File: config.mk
export PLATFORM = sky130hd
export DESIGN_NAME = sci_command_bank
export DESIGN_NICKNAME = d
export VERILOG_FILES = /design/src/hw/sci_pulse_timer.v /design/src/hw/sci_command_bank.v
export VERILOG_INCLUDE_DIRS = /design/src /design/src/shared
export SDC_FILE = /design/constraint.sdc
export NUM_CORES = 2
export LEC_CHECK = 0
export ABC_AREA = 0
export BUFFER_PORTS_ARGS = -buffer_cell sky130_fd_sc_hd__buf_2
export CAP_MARGIN = 20
export CORE_ASPECT_RATIO = 0.6
export CORE_MARGIN = 2
export CORE_UTILIZATION = 43
export CTS_CLUSTER_DIAMETER = 40
export DETAILED_ROUTE_END_ITERATION = 16
export SYNTH_ARGS = -nofsm -noshare
export SYNTH_HDL_FRONTEND = slang
export SYNTH_HIERARCHICAL = 1
export SYNTH_SLANG_ARGS = --single-unit
File: constraint.sdc
create_clock -name clk_sys -period 2.8 [get_ports clk_sys]
set_clock_uncertainty 0.2 [all_clocks]
set_input_delay 0 -clock clk_sys [delete_from_list [all_inputs] [get_ports clk_sys]]
set_output_delay 0 -clock clk_sys [all_outputs]
set_load 0.03 [all_outputs]
File: src/shared/sci_defines.vh
// register map, field layout and timing constants for the soft command input bank
`ifndef SCI_DEFINES_VH
`define SCI_DEFINES_VH

// register word addresses (avalon word address, byte address = 4 * index)
`define SCI_ADDR_W          3
`define SCI_REG_STATE       3'h0
`define SCI_REG_MODE        3'h1
`define SCI_REG_QUICK_EN    3'h2
`define SCI_REG_SET         3'h3
`define SCI_REG_CLR         3'h4
`define SCI_REG_QUICK_CMD   3'h5
`define SCI_REG_STATUS      3'h6

// reset values
`define SCI_MODE_RST        32'h0000_0000
`define SCI_QUICK_EN_RST    32'hffff_ffff

// quick command field layout: [4:0] input index, [6:5] opcode
`define SCI_QC_IDX_HI       4
`define SCI_QC_IDX_LO       0
`define SCI_QC_OP_HI        6
`define SCI_QC_OP_LO        5
`define SCI_QC_OP_NONE      2'h0
`define SCI_QC_OP_SET       2'h1
`define SCI_QC_OP_RESET     2'h2
`define SCI_QC_OP_PULSE     2'h3

// status bits
`define SCI_ST_RESTORED     0
`define SCI_ST_BATT_OK      1
`define SCI_ST_SUPPLY_OK    2

// pulse timing: 10 ms at 40 mhz
`define SCI_PULSE_MS        10
`define SCI_CLK_KHZ         40000
`define SCI_PULSE_CYC       (`SCI_PULSE_MS * `SCI_CLK_KHZ)
`define SCI_TMR_W           19

`endif

File: src/hw/sci_pulse_timer.v
// one retriggerable 10 ms pulse timer per command input
`timescale 1ns/1ps

module sci_pulse_timer #(
    parameter PULSE_CYC = 400000
) (
    // clock and reset
    input  wire        clk_sys,
    input  wire        rstn,
    // control
    input  wire        start,
    input  wire        stop,
    // status
    output reg         active_r
);

`include "sci_defines.vh"

    reg  [`SCI_TMR_W-1:0] count_r;

    // ====================================================================
    // countdown
    // start reloads even when running so a repeated set extends the pulse
    always @(posedge clk_sys or negedge rstn) begin
        if (!rstn) begin
            count_r  <= {`SCI_TMR_W{1'b0}};
            active_r <= 1'b0;
        end else if (stop) begin
            count_r  <= {`SCI_TMR_W{1'b0}};
            active_r <= 1'b0;
        end else if (start) begin
            count_r  <= PULSE_CYC[`SCI_TMR_W-1:0] - 1'b1;
            active_r <= 1'b1;
        end else if (active_r) begin
            if (count_r == {`SCI_TMR_W{1'b0}}) begin
                active_r <= 1'b0;
            end else begin
                count_r <= count_r - 1'b1;
            end
        end
    end

endmodule // sci_pulse_timer

File: src/hw/sci_command_bank.v
// soft command input bank: 32 latched or pulsed software switches with retention
`timescale 1ns/1ps
// How it works
// - each of 32 inputs has a mode bit: 0 latched, 1 pulsed.
// - a latched input stays set until a reset command arrives.
// - a pulsed input asserts on set, holds 10 ms, then clears itself.
// - a quick-menu enable mask bit of one makes that input quick-reachable.
// - enabled inputs take quick set, reset or pulse like main commands.
// - on supply failure latched states are captured in backed storage.
// - on supply return retained inputs resume their pre-failure state.
// - with battery absent or flat on supply return all inputs clear.
// - the state word reads one input per bit; writes set ones, reset zeros.
// - each input drives its own scheme-logic output, asserted as one.

module sci_command_bank (
    // clock and reset
    input  wire        clk_sys,
    input  wire        rstn,
    // avalon-mm slave
    input  wire [2:0]  avs_address,
    input  wire        avs_read,
    input  wire        avs_write,
    input  wire [31:0] avs_writedata,
    output reg  [31:0] avs_readdata,
    output reg         avs_waitrequest,
    // supply and battery monitors (asynchronous pins)
    input  wire        supply_ok,
    input  wire        battery_ok,
    // battery-backed storage image
    input  wire [31:0] backup_rd_data,
    output reg  [31:0] backup_wr_data,
    output reg         backup_wr_en,
    // scheme logic outputs
    output reg  [31:0] cmd_out
);

`include "sci_defines.vh"

    reg  [31:0] state_r;
    reg  [31:0] mode_r;
    reg  [31:0] quick_en_r;
    reg         restored_r;
    reg         supply_meta_r;
    reg         supply_r;
    reg         supply_d_r;
    reg         batt_meta_r;
    reg         batt_r;
    reg         ack_r;
    reg  [31:0] set_req;
    reg  [31:0] clr_req;
    wire [31:0] pulse_act;
    wire        bus_req;
    wire        wr_hit;
    wire [4:0]  qc_idx;
    wire [1:0]  qc_op;
    wire        qc_ok;
    wire [31:0] qc_bit;

    // ====================================================================
    // pin synchronisers
    always @(posedge clk_sys or negedge rstn) begin
        if (!rstn) begin
            supply_meta_r <= 1'b0;
            supply_r      <= 1'b0;
            supply_d_r    <= 1'b0;
            batt_meta_r   <= 1'b0;
            batt_r        <= 1'b0;
        end else begin
            supply_meta_r <= supply_ok;
            supply_r      <= supply_meta_r;
            supply_d_r    <= supply_r;
            batt_meta_r   <= battery_ok;
            batt_r        <= batt_meta_r;
        end
    end

    // ====================================================================
    // bus handshake: every access waits exactly one cycle, then acks
    assign bus_req = (avs_read | avs_write) & ~ack_r;
    assign wr_hit  = avs_write & ack_r;

    always @(posedge clk_sys or negedge rstn) begin
        if (!rstn) begin
            ack_r           <= 1'b0;
            avs_waitrequest <= 1'b1;
        end else begin
            ack_r           <= bus_req;
            avs_waitrequest <= ~bus_req;
        end
    end

    // ====================================================================
    // command decode from main menu (state, set, clear words) and quick menu
    assign qc_idx = avs_writedata[`SCI_QC_IDX_HI:`SCI_QC_IDX_LO];
    assign qc_op  = avs_writedata[`SCI_QC_OP_HI:`SCI_QC_OP_LO];
    assign qc_ok  = wr_hit && (avs_address == `SCI_REG_QUICK_CMD) && quick_en_r[qc_idx];
    assign qc_bit = 32'h0000_0001 << qc_idx;

    always @* begin
        set_req = 32'h0000_0000;
        clr_req = 32'h0000_0000;
        if (wr_hit) begin
            case (avs_address)
                `SCI_REG_STATE: begin
                    set_req = avs_writedata;
                    clr_req = ~avs_writedata;
                end
                `SCI_REG_SET: begin
                    set_req = avs_writedata;
                end
                `SCI_REG_CLR: begin
                    clr_req = avs_writedata;
                end
                default: begin
                    set_req = 32'h0000_0000;
                end
            endcase
        end
        // quick menu acts like the main menu; pulse behaves as set
        if (qc_ok) begin
            if (qc_op == `SCI_QC_OP_SET || qc_op == `SCI_QC_OP_PULSE) begin
                set_req = set_req | qc_bit;
            end else if (qc_op == `SCI_QC_OP_RESET) begin
                clr_req = clr_req | qc_bit;
            end
        end
    end

    // ====================================================================
    // pulse timers, one per input
    // pulses are not retained: they stop while unrestored, so a dip clears them
    genvar gi;
    generate
        for (gi = 0; gi < 32; gi = gi + 1) begin : g_pulse
            sci_pulse_timer #(
                .PULSE_CYC (`SCI_PULSE_CYC)
            ) u_tmr (
                .clk_sys  (clk_sys),
                .rstn     (rstn),
                .start    (set_req[gi] & mode_r[gi] & restored_r),
                .stop     (clr_req[gi] | ~mode_r[gi] | ~restored_r),
                .active_r (pulse_act[gi])
            );
        end
    endgenerate

    // ====================================================================
    // configuration registers
    always @(posedge clk_sys or negedge rstn) begin
        if (!rstn) begin
            mode_r     <= `SCI_MODE_RST;
            quick_en_r <= `SCI_QUICK_EN_RST;
        end else if (wr_hit) begin
            if (avs_address == `SCI_REG_MODE) begin
                mode_r <= avs_writedata;
            end
            if (avs_address == `SCI_REG_QUICK_EN) begin
                quick_en_r <= avs_writedata;
            end
        end
    end

    // ====================================================================
    // latched state and power-return restore
    // commands are ignored until restore has happened, so a stale image
    // cannot be overwritten by an early command
    always @(posedge clk_sys or negedge rstn) begin
        if (!rstn) begin
            state_r    <= 32'h0000_0000;
            restored_r <= 1'b0;
        end else if (supply_r && !supply_d_r) begin
            restored_r <= 1'b1;
            if (batt_r) begin
                state_r <= backup_rd_data & ~mode_r;
            end else begin
                state_r <= 32'h0000_0000;
            end
        end else if (!supply_r) begin
            restored_r <= 1'b0;
        end else if (restored_r) begin
            state_r <= (state_r | (set_req & ~mode_r)) & ~(clr_req | mode_r);
        end
    end

    // ====================================================================
    // backup image: refreshed while supplied, frozen on failure
    always @(posedge clk_sys or negedge rstn) begin
        if (!rstn) begin
            backup_wr_data <= 32'h0000_0000;
            backup_wr_en   <= 1'b0;
        end else begin
            backup_wr_data <= state_r & ~mode_r;
            backup_wr_en   <= supply_r & restored_r;
        end
    end

    // ====================================================================
    // scheme logic outputs
    always @(posedge clk_sys or negedge rstn) begin
        if (!rstn) begin
            cmd_out <= 32'h0000_0000;
        end else begin
            cmd_out <= state_r | pulse_act;
        end
    end

    // ====================================================================
    // read data, registered on the request cycle
    always @(posedge clk_sys or negedge rstn) begin
        if (!rstn) begin
            avs_readdata <= 32'h0000_0000;
        end else if (bus_req && avs_read) begin
            case (avs_address)
                `SCI_REG_STATE:    avs_readdata <= state_r | pulse_act;
                `SCI_REG_MODE:     avs_readdata <= mode_r;
                `SCI_REG_QUICK_EN: avs_readdata <= quick_en_r;
                `SCI_REG_STATUS: begin
                    avs_readdata <= 32'h0000_0000;
                    avs_readdata[`SCI_ST_RESTORED]  <= restored_r;
                    avs_readdata[`SCI_ST_BATT_OK]   <= batt_r;
                    avs_readdata[`SCI_ST_SUPPLY_OK] <= supply_r;
                end
                default:           avs_readdata <= 32'h0000_0000;
            endcase
        end
    end

endmodule // sci_command_bank

=== After elaboration in Yosys (flattened, before gate mapping) ===
Cells that the tools add are included.

* Register bits after elaboration: 841
* Input port bits: 73
* Output and inout bits: 98
* Logic and storage cells: 717

* $add $sub $neg: 32
* $lt $le $gt $ge: 1
* Equal/unequal tests: 42
* Shifts and indexed selects: 1
* Muxes and demuxes: 274
* Bitwise operators: 179
* Reductions and logical operators: 109

{| class="wikitable"
|+ Operators by type and width
! operator !! count
|-
| 19-bit two-way mux || 128
|-
| 19-bit zero test || 32
|-
| 19-bit by 1-bit subtractor with 19-bit output (second input constant) || 32
|-
| 32-bit two-way mux || 12
|-
| 32-bit OR || 5
|-
| 1-bit two-way mux || 131
|-
| 32-bit bitwise AND || 4
|-
| 32-bit case mux with 4 select lines || 1
|-
| 3-bit by 1-bit inequality test with 1-bit output (second input constant) || 32
|-
| 32-bit inverter || 3
|-
| 3-bit nonzero test || 32
|-
| 2-bit AND reduction || 35
|-
| 1-bit bitwise AND || 67
|-
| 1-bit OR || 65
|-
| 32-bit case mux with 2 select lines || 1
|-
| 1-bit inverter || 35
|-
| 1-bit by 5-bit << shifter with 32-bit output (first input constant) || 1
|-
| 3-bit == test (second input constant) || 3
|-
| 3-bit by 2-bit == test with 1-bit output (second input constant) || 2
|-
| 5-bit by 6-bit less-than comparator with 1-bit output (second input constant) || 1
|-
| 1-bit binary-select mux with 5-bit select || 1
|-
| 2-bit == test (second input constant) || 2
|-
| 1-bit logical AND || 4
|-
| 2-bit nonzero test || 2
|-
| 7 further kinds || 7
|}

=== Depth between registers and ports, before layout ===
* Depth in word-level cells: 13
* Mapped depth: 12
* Gate-level depth less buffers: 8

=== Modules after synthesis ===
The synthesis kept the hierarchy.

{| class="wikitable"
|+ By module, submodules not included
! module !! instances !! cells each !! area each (sq um) !! seq. area each (sq um)
|-
| sci_pulse_timer at g_pulse[0].u_tmr ... || 31 || 108 || 1094.8 || 500.5
|-
| sci_command_bank || 1 || 1134 || 11004.3 || 5071.1
|-
| sci_pulse_timer at g_pulse[9].u_tmr || 1 || 131 || 1193.6 || 500.5
|}

=== Worst setup path after synthesis ===
OpenSTA, ideal clock, no wires.

* Kind: reg-to-reg
* From: register quick_en_r[1]
* To: register g_pulse[7].u_tmr.active_r
* Library setup time: 132 ps
* Arrival time: 2239 ps
* Required time: 2468 ps
* Slack: 229 ps
* Stages on the path, launching flop included: 8
* Path buffers: 2
* Period minus slack after synthesis: 2571 ps
* Cell sequence: dfstp_2 -> mux2i_1 -> a211o_1 -> or4_4 -> buf_6 -> o21ai_0 -> clkbuf_1 -> nor2_1

* Longest elaborated chain between the ends: 8
* Elaborated cells on any way between the ends: 11

{| class="wikitable"
|+ Ends and longest elaborated chain
! item !! RTL line !! RTL
|-
| start, declared || sci_command_bank.v:41 || <nowiki>reg [31:0] quick_en_r;</nowiki>
|-
| start signal, assigned || sci_command_bank.v:152 || <nowiki>quick_en_r <= `SCI_QUICK_EN_RST;</nowiki>
|-
| start signal, assigned || sci_command_bank.v:158 || <nowiki>quick_en_r <= avs_writedata;</nowiki>
|-
| 1-bit binary-select mux with 5-bit select * || sci_command_bank.v:96 || <nowiki>assign qc_ok = wr_hit && (avs_address == `SCI_REG_QUICK_CMD) && quick_en_r[qc_idx];</nowiki>
|-
| 1-bit two-way mux (not written as such) * || sci_command_bank.v:96 ||
|-
| 1-bit logical AND * || sci_command_bank.v:96 ||
|-
| 32-bit two-way mux || sci_command_bank.v:120 || <nowiki>if (qc_ok) begin</nowiki>
|-
| 1-bit bitwise AND (2 in series) || sci_command_bank.v:140 || <nowiki>.start (set_req[gi] & mode_r[gi] & restored_r),</nowiki>
|-
| 1-bit two-way mux || sci_pulse_timer.v:31 || <nowiki>end else if (start) begin</nowiki>
|-
| 1-bit two-way mux * || sci_pulse_timer.v:28 || <nowiki>end else if (stop) begin</nowiki>
|-
| end signal, assigned || sci_pulse_timer.v:27 || <nowiki>active_r <= 1'b0;</nowiki>
|-
| end signal, assigned || sci_pulse_timer.v:30 || <nowiki>active_r <= 1'b0;</nowiki>
|-
| end signal, assigned || sci_pulse_timer.v:33 || <nowiki>active_r <= 1'b1;</nowiki>
|-
| end, declared || sci_pulse_timer.v:14 || <nowiki>output reg active_r</nowiki>
|}

Mark *: on every way between the ends. The rest lies on a longest branch, timed or not. The select of a mux whose other input is x is not followed.
A chain may end at the register's enable or synchronous reset.

=== Final worst setup path ===
* From: input port avs_writedata[1]
* To: register g_pulse[13].u_tmr.count_r[4]

* Longest elaborated chain between the ends: 9
* Elaborated cells on any way between the ends: 20

{| class="wikitable"
|+ Ends and longest elaborated chain
! item !! RTL line !! RTL
|-
| start, declared || sci_command_bank.v:23 || <nowiki>input wire [31:0] avs_writedata,</nowiki>
|-
| branches (longest 9 deep; another with 32-bit two-way mux) || n/a ||
|-
| end signal, assigned || sci_pulse_timer.v:29 || <nowiki>count_r <= {`SCI_TMR_W{1'b0}};</nowiki>
|-
| end signal, assigned || sci_pulse_timer.v:32 || <nowiki>count_r <= PULSE_CYC[`SCI_TMR_W-1:0] - 1'b1;</nowiki>
|-
| end signal, assigned || sci_pulse_timer.v:38 || <nowiki>count_r <= count_r - 1'b1;</nowiki>
|-
| end, declared || sci_pulse_timer.v:19 || <nowiki>reg [`SCI_TMR_W-1:0] count_r;</nowiki>
|}

Parallel ways; which one is timed is not known. The select of a mux whose other input is x is not followed.

==> run summary <==
Syn Nets - 4,718
Top Family by Delay on Critical Path - buffers and inverters
Clk root buf - clkbuf_16
CTS H-Tree Depth - 3
Final period util - 98.7%
Antenna Violating Nets Remaining - 0
Worst VDD drop - 0.000453 V
Die ar. - 110,000 sq um
PortBufs - 170
Final worst setup slack - 0.0364 ns
Critical path data required time - 3.20 ns
Vias per inst - 5.90
Top-level port count - 171
Power Internal - 22,900 uW
Final worst path period need - 2.76 ns
CTS Sinks - 841
GR Util All Layers - 24.5%
Starting Density - 43.2%
Share of layout cells above drive strength 1 - 23.7%
Setup crit start kind - input port
EDFF count, synth - 0
Run status - complete, no violations
Synth Instances - 4,613
Net total in the final layout - 5,171
Non-filler cells, final - 6,593
Setup crit end kind - flop
Post-synthesis sequential area ratio - 45.7%
Avg Inst Size Synth - 10.0 sq um
Area of the multi-input gates - 23,700 sq um
Routed vias - 38,900
Residual DRC - 0
Clk pwr share - 48.0%
Max-cap violations - 0
Post-placement setup slack - -0.0715 ns
Average wire per standard cell - 20.6 um
Slowest CP cell - dlygate4sd3_1
Synth Flop Type - dfrtp_1
Final Hold Fails - 0
Area grow syn2layout - 19.8%
CP Max Fanout - 11
Placed insts - 6,246
Relative slew slack - 46.8%
Vias in the first global route - 36,200
Yosys reg bits - 841
Register Area - 21,100 sq um
Max clock buf depth - 3
RSZ-0062 raised after global routing - true
Static Leak - 0.0223 uW
Hold Path Class - in2reg
Post-Syn Area - 46,100 sq um
Total CTS buffers - 113
Sw Ratio - 27.7%
Hold Path Cell Cnt - 4
Largest net degree at the start of global routing - 86
Crit path kind - in2reg
Largest stage delay on the critical path - 0.63 ns
CTS clk-pin slew, worst paths - 0.06 ns
Commonest cells after routing, fill and taps aside - dfrtp_1, a21oi_1, nor2_1
Clock latency at the later pin of the worst-skew pair - 0.75 ns
Warnings, synthesis - 6
Core Area - 107,000 sq um
Global-route wire length before repair - 214,000 um
FFs w/ async S/R, synth - 100%
CP Cell Sequence - dlygate4sd3_1, clkbuf_4, buf_4, mux2_2, o21ai_2, nor2_1, a32oi_1, nor2_1, inv_1, buf_4, nand2_1, o311a_2
Row cnt - 93
HPWL after detailed placement - 97,300 um
WP data arrival - 3.17 ns
DRT iter0 DRCs - 3,544
Peak Freq - 0.362 GHz
Die span in x - 427 um
P_sw - 8780 uW
Worst slew pin tran - 0.798 ns
Initial antenna violation count - 8
DRT Wirelength - 136,000 um
Netlist cell types - 94
Placer Congestion - 0.933
Sequential share of power - 41.8%
Reg2Reg Depth - 8
Power Density - 574 nW/um^2
Final Max Tran Viols - 0
Commonest non-fill, non-tap cell in the layout - dfrtp_1
CP Depth - 12
Gr ovfl total - 0
Final setup violation count - 0
Die Ht - 258 um
CTS tree - yes
# fillers - 9,595
WP buf/inv - 5
Pre-antenna DRT Iters - 6
Comb power frac - 10.2%
==> flip-flops by register name (all words and copies together), names as in the netlist <==
| name | cells |
|---|---|
| avs_waitrequest | 1 |
| state_r | 32 |
| backup_wr_data | 32 |
| quick_en_r | 32 |
| supply_d_r | 1 |
| mode_r | 32 |
| supply_meta_r | 1 |
| g_pulse.u_tmr/count_r | 608 |
| avs_readdata | 32 |
| ack_r | 1 |
| backup_wr_en | 1 |
| cmd_out | 32 |
| batt_r | 1 |
| g_pulse.u_tmr/active_r | 32 |
| supply_r | 1 |
| restored_r | 1 |
| batt_meta_r | 1 |
==> Yosys cell counts, drive strengths merged, types with 10 or more instances <==
cell	n	area (sq um)
and3b	33	289
xor2	111	972
xnor2	169	1480
clkbuf	147	668
o211ai	67	658
nand2	242	908
mux2i	13	130
inv	173	649
nor4b	34	498
dfrtp	808	20200
buf	37	204
and2	10	62.6
nand4	106	663
nor3	164	831
mux2	98	1100
ha	32	400
a32oi	11	96.3
nand3b	51	383
a211o	10	87.6
a221oi	34	315
nand4b	33	289
nand2b	43	269
or3	167	1280
a21oi	390	1950
a211oi	21	163
o31ai	66	495
a31oi	109	682
nor2	309	1160
nor2b	69	432
o21a	36	270
or2	99	697
and4b	31	310
o21ai	259	1300
nand3	84	420
o41ai	33	289
a311oi	38	333
and2b	31	272
or4	69	561
nor4	173	1950
dfstp	33	867
nor3b	46	362
o311a	34	379
==> per-stage QoR <==
step | cell area [sq um] | setup TNS, ns | utilization, % | hold slack [ns] | power, uW
after detailed placement | 49900 | -0.813 | 46.7 | -0.209 | 16400
after global placement | 49900 | -0.399 | 46.7 | -0.207 | 16400
after floorplan | 46100 | 0 | - | -0.496 | 14900
after CTS | 55100 | 0 | 51.6 | 0.000791 | 32000
after global routing | 55300 | -0.0198 | 51.7 | 0.0317 | 32900
final | 55300 | 0 | 51.7 | 0.0388 | 31700
==> worst reg2reg max path: cells and delay by family, from the launching register on <==
family,cells,cell delay [ns]
AO/OA/AOI/OAI,2,0.74
AND/OR/NAND/NOR,3,0.64
flip-flops,1,0.54
buffers and inverters,2,0.33
multiplexers,1,0.13
==> path summary, 6_finish.rpt <==
check / start / endpoint / slack, ns
hold reg to reg: batt_meta_r / batt_r / 0.14
min in group asynchronous: rstn / cmd_out[19] / 0.43
hold / removal: avs_read / avs_waitrequest / 0.04
max in group asynchronous: rstn / g_pulse[5].u_tmr/count_r[11] / 1.37
setup reg to reg: quick_en_r[0] / g_pulse[0].u_tmr/count_r[14] / 0.06
setup / recovery: avs_writedata[1] / g_pulse[13].u_tmr/count_r[4] / 0.04
==> cell families after synthesis <==
family | count (synthesis) | synth area share [%]
and+or+nand+nor | 1813 | 25.6
AOI/OAI and AO/OA | 1177 | 16.5
DFF | 841 | 45.7
buffers and inverters | 358 | 3.31
xor gates and xnor gates | 280 | 5.32
muxes | 112 | 2.72
adders and majority gates | 32 | 0.868
==> area by class of cell <==
type | count | share of cell area [%]
multi-input cells | 3414 | 42.9
flip-flops and latches | 841 | 38.2
repair buffers | 522 | 7.33
clock buffers | 138 | 5.43
well taps | 1425 | 3.23
clock inverters | 76 | 1.77
inverters | 174 | 1.18
diodes | 3 | 0.0136
==> per-layer routing <==
layer | track usage [%] | vias up | wire [um]
li1 | - | 18300 | -
met1 | 38.8 | 19100 | 67600
met2 | 33.2 | 1265 | 55300
met3 | 4.59 | 238 | 8840
met4 | 7.14 | 2 | 3970
met5 | 0 | - | 7
==> timing repair <==
action	4_1_cts	5_1_grt
setup endpoints to repair	24	225
pin swaps	0	2
hold buffers	123	1
resized for setup	2	34
endpoints found under the hold margin	1442	2
buffers inserted	0	6
==> power groups by stage <==
stage,combinational (uW),clock [uW],sequential (uW)
floorplan,1420,0,13500
global placement,2960,0,13400
detailed placement,2980,0,13400
CTS,3190,15600,13200
global route,3480,16100,13300
finish,3220,15200,13300
No activity file was read; power rests on OpenSTA's default activity.
